<file path="config.mk">
export PLATFORM = sky130hd
export DESIGN_NAME = bcce_exec
export DESIGN_NICKNAME = d
export VERILOG_FILES = /design/src/design/bcce_pkg.sv /design/src/design/bcce_decode.sv /design/src/design/bcce_exec.sv
export VERILOG_INCLUDE_DIRS = /design/src /design/src/design
export SDC_FILE = /design/constraint.sdc
export NUM_CORES = 1
export LEC_CHECK = 0
export BUFFER_PORTS_ARGS = -buffer_cell sky130_fd_sc_hd__buf_2
export CAP_MARGIN = 20
export CORE_MARGIN = 8
export CORE_UTILIZATION = 48
export DETAILED_ROUTE_END_ITERATION = 10
export HOLD_SLACK_MARGIN = 0.06
export PLACE_DENSITY = 0.83
export SYNTH_ARGS = -nofsm -noshare
export SYNTH_HDL_FRONTEND = slang
export SYNTH_SLANG_ARGS = --single-unit
</file>
<file path="constraint.sdc">
create_clock -name clk_sys -period 2.8 [get_ports clk_sys]
set_input_delay 0.14 -clock clk_sys [delete_from_list [all_inputs] [get_ports clk_sys]]
set_output_delay 0.14 -clock clk_sys [all_outputs]
set_load 0.005 [all_outputs]
</file>
<file path="src/design/bcce_consts.svh">
`ifndef BCCE_CONSTS_SVH
`define BCCE_CONSTS_SVH
// primary opcodes, bits 5..0
`define BCCE_OP_RTYPE   6'h3A
`define BCCE_OP_CALL    6'h00
`define BCCE_OP_CMPEQI  6'h20
// extended opcodes, bits 16..11
`define BCCE_OPX_BRET   6'h09
`define BCCE_OPX_CALLR  6'h1D
`define BCCE_OPX_CMPEQ  6'h20
// field positions
`define BCCE_OP_LSB     0
`define BCCE_OPX_LSB    11
`define BCCE_A_LSB      27
`define BCCE_B_LSB      22
`define BCCE_C_LSB      17
`define BCCE_IMMEDIATE_SIXTEEN_LSB  6
`define BCCE_JUMP_TARGET_LSB        6
// link register index and next instruction step
`define BCCE_LINK_IDX   5'h1F
`define BCCE_PC_STEP    32'h0000_0004
`define BCCE_PC_RESET   32'h0000_0000
`define BCCE_ST_RESET   32'h0000_0000
`endif

</file>
<file path="src/design/bcce_pkg.sv">
`default_nettype none
package bcce_pkg;
   typedef enum logic [2:0] {
      BCCE_NONE, BCCE_BRET, BCCE_CALL, BCCE_CALLR, BCCE_CMPEQ, BCCE_CMPEQI
   } bcce_op_t;
   typedef struct packed {
      bcce_op_t    op;
      logic [4:0]  a_idx;
      logic [4:0]  b_idx;
      logic [4:0]  c_idx;
      logic [15:0] immediate_sixteen;
      logic [25:0] jump_target_field;
   } bcce_dec_t;
   typedef struct packed {
      logic        we;
      logic [4:0]  idx;
      logic [31:0] data;
   } bcce_wb_t;
endpackage
`default_nettype wire

</file>
<file path="src/design/bcce_decode.sv">
`timescale 1ns/10ps
`default_nettype none
`include "bcce_consts.svh"
module bcce_decode (
   // instruction word
   input  wire logic [31:0]        instr,
   // decoded fields
   output var bcce_pkg::bcce_dec_t dec
);
   wire [5:0] op  = instr[`BCCE_OP_LSB +: 6];
   wire [5:0] opx = instr[`BCCE_OPX_LSB +: 6];
   wire       rty = (op == `BCCE_OP_RTYPE);                        // RULE10
   wire       is_bret   = rty && (opx == `BCCE_OPX_BRET);          // RULE10
   wire       is_callr  = rty && (opx == `BCCE_OPX_CALLR);         // RULE10
   wire       is_cmpeq  = rty && (opx == `BCCE_OPX_CMPEQ);         // RULE10
   wire       is_call   = (op == `BCCE_OP_CALL);                   // RULE10
   wire       is_cmpeqi = (op == `BCCE_OP_CMPEQI);                 // RULE10
   assign dec.op = is_bret   ? bcce_pkg::BCCE_BRET   :
                   is_callr  ? bcce_pkg::BCCE_CALLR  :
                   is_cmpeq  ? bcce_pkg::BCCE_CMPEQ  :
                   is_call   ? bcce_pkg::BCCE_CALL   :
                   is_cmpeqi ? bcce_pkg::BCCE_CMPEQI :
                               bcce_pkg::BCCE_NONE;
   assign dec.a_idx = instr[`BCCE_A_LSB +: 5];
   assign dec.b_idx = instr[`BCCE_B_LSB +: 5];
   assign dec.c_idx = instr[`BCCE_C_LSB +: 5];
   assign dec.immediate_sixteen = instr[`BCCE_IMMEDIATE_SIXTEEN_LSB +: 16];
   assign dec.jump_target_field = instr[`BCCE_JUMP_TARGET_LSB +: 26];
endmodule
`default_nettype wire

</file>
<file path="src/design/bcce_exec.sv">
// Overview of operation
// RULE1: breakpoint return copies saved status to status, then jumps to return address.
// RULE2: direct call writes program counter plus 4 into link register.
// RULE3: direct call target keeps counter bits 31..28, appends field times four.
// RULE4: the 26-bit jump target field is unsigned, never sign extended.
// RULE5: register call saves counter plus 4 to link, jumps to register A.
// RULE6: register compare writes 1 to register C when A equals B, else 0.
// RULE7: immediate compare sign-extends the 16-bit field to 32 bits.
// RULE8: immediate compare writes 1 to register B on equality, else 0.
// RULE9: software may compare against register zero to get logical negation.
// RULE10: register forms use opcode 0x3a plus extended opcode; immediates own opcode.
`timescale 1ns/10ps
`default_nettype none
`include "bcce_consts.svh"
module bcce_exec (
   // clock and reset
   input  wire logic                clk_sys,
   input  wire logic                resetn,
   // instruction issue
   input  wire logic                instr_valid,
   input  wire logic [31:0]         instr,
   // register file read ports and saved break state
   input  wire logic [31:0]         rd_a_data,
   input  wire logic [31:0]         rd_b_data,
   input  wire logic [31:0]         saved_break_status,
   input  wire logic [31:0]         break_return_address,
   // register read addresses
   output logic [4:0]               rd_a_idx,
   output logic [4:0]               rd_b_idx,
   // register write back
   output bcce_pkg::bcce_wb_t       wb_q,
   // status register and program counter
   output logic [31:0]              status_q,
   output logic                     status_load_q,
   output logic [31:0]              program_counter_q,
   output logic                     redirect_q
);
   bcce_pkg::bcce_dec_t dec;

   bcce_decode u_dec (
      .instr (instr),
      .dec   (dec)
   );

   function automatic logic [31:0] bcce_bool(input logic v);
      return {31'h0000_0000, v};
   endfunction

   // read ports are addressed straight from the instruction
   assign rd_a_idx = dec.a_idx;
   assign rd_b_idx = dec.b_idx;

   wire        go        = instr_valid;
   wire [31:0] link_val  = program_counter_q + `BCCE_PC_STEP;       // RULE2
   wire [31:0] call_tgt  = {program_counter_q[31:28],
                            dec.jump_target_field, 2'b00};      // RULE3 RULE4
   wire [31:0] imm_sext  = {{16{dec.immediate_sixteen[15]}},
                            dec.immediate_sixteen};                 // RULE7
   wire        eq_rr     = (rd_a_data == rd_b_data);                // RULE6 RULE9
   wire        eq_ri     = (rd_a_data == imm_sext);                 // RULE8

   bcce_pkg::bcce_wb_t wb_d;
   logic [31:0]        pc_d;
   logic               redir_d;
   logic               st_ld_d;

   always_comb begin
      wb_d    = '0;
      pc_d    = link_val;
      redir_d = 1'b0;
      st_ld_d = 1'b0;
      if (go) begin
         case (dec.op)
            bcce_pkg::BCCE_BRET: begin
               st_ld_d = 1'b1;                                      // RULE1
               pc_d    = break_return_address;                      // RULE1
               redir_d = 1'b1;
            end
            bcce_pkg::BCCE_CALL: begin
               wb_d    = '{we: 1'b1, idx: `BCCE_LINK_IDX,
                           data: link_val};                         // RULE2
               pc_d    = call_tgt;                                  // RULE3
               redir_d = 1'b1;
            end
            bcce_pkg::BCCE_CALLR: begin
               wb_d    = '{we: 1'b1, idx: `BCCE_LINK_IDX,
                           data: link_val};                         // RULE5
               pc_d    = rd_a_data;                                 // RULE5
               redir_d = 1'b1;
            end
            bcce_pkg::BCCE_CMPEQ: begin
               wb_d = '{we: 1'b1, idx: dec.c_idx,
                        data: bcce_bool(eq_rr)};                    // RULE6
            end
            bcce_pkg::BCCE_CMPEQI: begin
               wb_d = '{we: 1'b1, idx: dec.b_idx,
                        data: bcce_bool(eq_ri)};                    // RULE8
            end
            default: begin
               wb_d = '0;
            end
         endcase
      end else begin
         pc_d = program_counter_q;
      end
   end

   // status copy and the jump happen together: both land on the same edge
   always_ff @(posedge clk_sys or negedge resetn) begin
      if (!resetn) begin
         wb_q              <= '0;
         status_q          <= `BCCE_ST_RESET;
         status_load_q     <= 1'b0;
         program_counter_q <= `BCCE_PC_RESET;
         redirect_q        <= 1'b0;
      end else begin
         wb_q              <= wb_d;
         status_load_q     <= st_ld_d;
         program_counter_q <= pc_d;
         redirect_q        <= redir_d;
         if (st_ld_d) begin
            status_q <= saved_break_status;                         // RULE1
         end
      end
   end
endmodule
`default_nettype wire

</file>
======== After elaboration in Yosys (flattened, before gate mapping) ========
Index checks and enable logic that the tools add are counted.
storage, ports and cells
  bits in registers ....................... 104
  bits in latches ......................... 0
  memory bits (writable) .................. 0
  ROM bits ................................ 0
  input bits .............................. 163
  output and inout bits ................... 114
  word-level logic and storage cells ...... 41
  memories kept ........................... 0
cells by class
  add/sub/neg operators ................... 1
  multipliers ............................. 0
  divide/modulo/power cells ............... 0
  magnitude comparators ................... 0
  eq/ne operators ......................... 12
  shift operators ......................... 0
  muxes and demuxes ....................... 12
  bitwise gates (word level) .............. 1
  reduce and logical (&&, ||, !) cells .... 7
operators with widths
  operator                                       count
  one-hot mux 38 bit (3 select lines)            1
  one-hot mux 32 bit (3 select lines)            1
  == test 32 bit                                 2
  2-to-1 mux 38 bit                              1
  adder 32 x 3 -> 32 bit, second input constant  1
  == test 6 bit, second input constant           3
  2-to-1 mux 3 bit                               5
  == test 3 x 2 -> 1 bit, second input constant  2
  == test 3 bit, second input constant           2
  == test 6 x 4 -> 1 bit, second input constant  1
  == test 6 x 5 -> 1 bit, second input constant  1
  logical NOT 6 bit                              1
  2-to-1 mux 1 bit                               4
  == test 3 x 1 -> 1 bit, second input constant  1
  logical AND 1 bit                              3
  OR reduction 3 bit                             1
  AND reduction 2 bit                            1
  OR reduction 2 bit                             1
  NOT 1 bit                                      1

======== Depth between registers and ports, before layout ========
  depth after elaboration ................. 10
  depth in mapped cells ................... 8
  depth with buffers taken out ............ 7

======== By module ========
A second synthesis with hierarchy kept.
second synthesis, totals
  cells, all modules ...................... 738
  area, all modules ....................... 6645.1 um^2
by module, submodules not included
  module       times used  cells each  area an instance (um^2)
  bcce_exec    1           667         6124.6
  bcce_decode  1           71          520.5

======== Least setup slack after synthesis ========
OpenSTA, ideal clock, no wires.
  kind .................................... register to register
  start ................................... register program_counter_q[2]
  end ..................................... register program_counter_q[30]
  library setup time ...................... 0.126 ns
  arrival time ............................ 2.014 ns
  path slack .............................. 0.660 ns
  cell stages (with the launch flop) ...... 8
  buffers on the path ..................... 0
  cells stage by stage .................... dfrtp_1 ha_1 nand3_1 nor4_2 nand2_1 nor3_1 a21oi_1 o32a_1
on the way
  cells in the longest elaborated chain, start to end .. 2
RTL lines
  what                                 line              RTL
  start, declared                      bcce_exec.sv:35   output logic [31:0] program_counter_q,
  start signal, assigned               bcce_exec.sv:114  program_counter_q <= `BCCE_PC_RESET;
  start signal, assigned               bcce_exec.sv:119  program_counter_q <= pc_d;
  adder 32 x 3 -> 32 bit (no line)     --
  one-hot mux 32 bit (3 select lines)  bcce_exec.sv:73   case (dec.op)
No other way between the ends.
A chain may end at the register's enable or synchronous reset.

======== Final worst setup path ========
  start ................................... register program_counter_q[6]
  end ..................................... register program_counter_q[30]
The elaborated chain is that of the path after synthesis.

==> results.sh <==
export IMPL_fin_crit_sh=0.765
export IMPL_criticalPathCategory="flop to flop"
export IMPL_worstMarginPinSlew_ns=0.692
export IMPL_crit_path_end_kind="flop"
export IMPL_hp_class="primary input to flop"
export IMPL_cts_reportedPaths_clkPinSlew_ns=0.08
export IMPL_maxCapViolations=0
export IMPL_syn_area_um2=6050
export IMPL_cts_tree="done"
export IMPL_synth_edf_count=0
export IMPL_hold_ws_ns=0.114
export IMPL_leakagePower_nw=4.24
export IMPL_std_cell_rows=41
export IMPL_instances_no_fill=1105
export IMPL_core_area_um2=12500
export IMPL_diodes=0
export IMPL_syn_to_final_growth_pct=36.7
export IMPL_ys_types=63
export IMPL_cp_required_ns=3.03
export IMPL_grtUsageMet2=0.453
export IMPL_grt_ovfl_total=0
export IMPL_fin_ws_ns=0.657
export IMPL_first_global_vias=6587
export IMPL_first_pass_iters=6
export IMPL_ant_nets=0
export IMPL_yosys_area_share_adder=0.00207
export IMPL_cp_start_kind="flop"
export IMPL_grt_max_degree=46
export IMPL_clock_sinks=104
export IMPL_ys_flop_type="dfrtp_1"
export IMPL_synthArstFlopShare=1.00
export IMPL_io_buffer_count=276
export IMPL_status="finished, final reports clean"
export IMPL_grt_usage=0.288
export IMPL_synth_warnings=0
export IMPL_pre_cts_ws_ns=0.454
export IMPL_final_cell_mix="buf_2 (275), dfrtp_1 (104), nor2_1 (55)"
export IMPL_drc=0
export IMPL_vdd_drop_max_v=0.000321
export IMPL_finalHoldViolCount=0
export IMPL_grt_util_met1=0.354
export IMPL_grt_pass1_wl_um=36600
export IMPL_clock_latency_ns=0.35
export IMPL_rsz0062_at_grt="false"
export IMPL_drv_slew=0
export IMPL_max_slew_margin=0.527
export IMPL_synth_mux_area_frac=0.0712
export IMPL_ys_ff_latch=104
export IMPL_place_inst=1055
export IMPL_netlist_instances=632
export IMPL_wl_per_cell_um=21.7
export IMPL_syn_num_nets=796
export IMPL_gp_congestion=1.03
export IMPL_synth_top_family_by_area="compound AO/OA/AOI/OAI gates"
export IMPL_use_met3=0.0782
export IMPL_num_vias=6510
export IMPL_yosysSeqAreaShare=0.430
export IMPL_layout_nets=1092
export IMPL_hpwlAfterDp_um=18600
export IMPL_synthSimpleGateAreaFrac=0.167
export IMPL_ioPinCount=277
export IMPL_setup_tns_ns=0
export IMPL_fmax_ghz=0.467
export IMPL_synth_area_per_cell_um2=9.57
export IMPL_min_period_ns=2.14
export IMPL_htreeDepth=3
export IMPL_p_per_area_nw_per_um2=479
export IMPL_route_final_wire_length_um=24000
export IMPL_critPathMaxFanout=8
export IMPL_clock_path_buffers=2
export IMPL_finalSetupViolations=0
export IMPL_busiest_layer="met2"
export IMPL_layout_commonest_cell="buf_2"
export IMPL_start_util=0.485
export IMPL_die_y_um=128
export IMPL_finClkSkew_ns=0.0127
export IMPL_clockRootBuffer="clkbuf_16"
export IMPL_via_per_inst=5.89
export IMPL_synth_xor_area_share=0.0652
export IMPL_drt_iter0_markers=601
export IMPL_dieWidth_um=128
export IMPL_synth_compound_area_frac=0.209
export IMPL_antenna_found_initial=1
export IMPL_cts_inserted_buffers=9
export IMPL_drive_gt1_frac=0.384
export IMPL_die_area_um2=16400
export IMPL_crit_arrival_ns=2.38
-- worst max-delay path: stages, from the launching register on --
cell and delay [ns]:
dfrtp_1 0.50, nand4_2 0.26, nor4_2 0.39, nand2_1 0.16
nor3_1 0.32, a21oi_1 0.12, o32a_1 0.28
-- per-stage QoR --
step	power, mW	area (um2)	utilization
final	3.96	8270	0.663
after global routing	4.14	8270	0.663
after CTS	3.99	8270	0.663
after detailed placement	2.56	7600	0.610
after global placement	2.55	7600	0.610
after floorplan	2.13	6050	-
-- cell usage after synthesis (10+ instances only) --
library cell,number,area (um2)
o21ai_0,33,165
a22o_1,33,289
dfrtp_1,104,2600
a21oi_1,36,180
nand3_1,15,75.1
xor2_1,23,201
inv_1,26,97.6
buf_4,14,105
buf_2,12,60.1
a22oi_1,11,82.6
xnor2_1,22,193
nor2_1,55,206
a221oi_1,10,87.6
clkbuf_1,17,63.8
nand2_1,50,188
nand4_1,10,62.6
mux2_2,32,360
-- power breakdown --
part	switching (mW)	leakage [nW]	internal, mW
sequential	0.175	1.40	1.60
clock	0.582	0.162	0.795
combinational	0.421	2.68	0.388
-- registers in the layout (all words and copies together), names as in the netlist --
register           flops
wb_q                  38
program_counter_q     32
status_q              32
redirect_q             1
status_load_q          1
-- timing repair --
action | CTS | global route
hold endpoints to repair | 99 | 0
hold buffers | 34 | 0
resized for setup | 0 | 0
setup buffers | 0 | 0
-- per-layer routing --
metal | vias to the layer above | routed length (um)
met5 | - | 11
met4 | 2 | 1040
met3 | 78 | 2810
met2 | 476 | 10900
met1 | 3045 | 9250
li1 | 2909 | -
-- area by class of cell --
cell class | count | area [um2]
Clock buffer | 9 | 225
Clock inverter | 7 | 103
Fill cell | 1040 | 4200
Inverter | 26 | 97.6
Multi-Input combinational cell | 457 | 3130
Sequential cell | 104 | 2600
Tap cell | 172 | 215
Timing Repair Buffer | 330 | 1900
-- path summary, 6_finish.rpt --
| check | start | endpoint | slack [ns] | depth (start not counted) |
|---|---|---|---|---|
| setup / recovery | program_counter_q[6] | program_counter_q[30] | 0.66 | 6 |
| hold / removal | break_return_address[1] | program_counter_q[1] | 0.11 | 3 |
| setup reg to reg | program_counter_q[6] | program_counter_q[30] | 0.66 | 6 |
| hold reg to reg | status_q[23] | status_q[23] | 0.50 | 1 |
| max in group asynchronous | resetn | status_q[23] | 1.76 | 3 |
| min in group asynchronous | resetn | status_q[11] | 0.24 | 2 |
-- logic make-up (layout without fill, tap and decap cells) --
logic type,after synthesis,in the layout
compound gates,181,181
xor+xnor,45,45
fa+ha+maj,1,1
buf+inv,71,372
flops,104,104
mux,39,39
simple gates,191,191
Note: power is estimated with default switching activity, not from simulation.
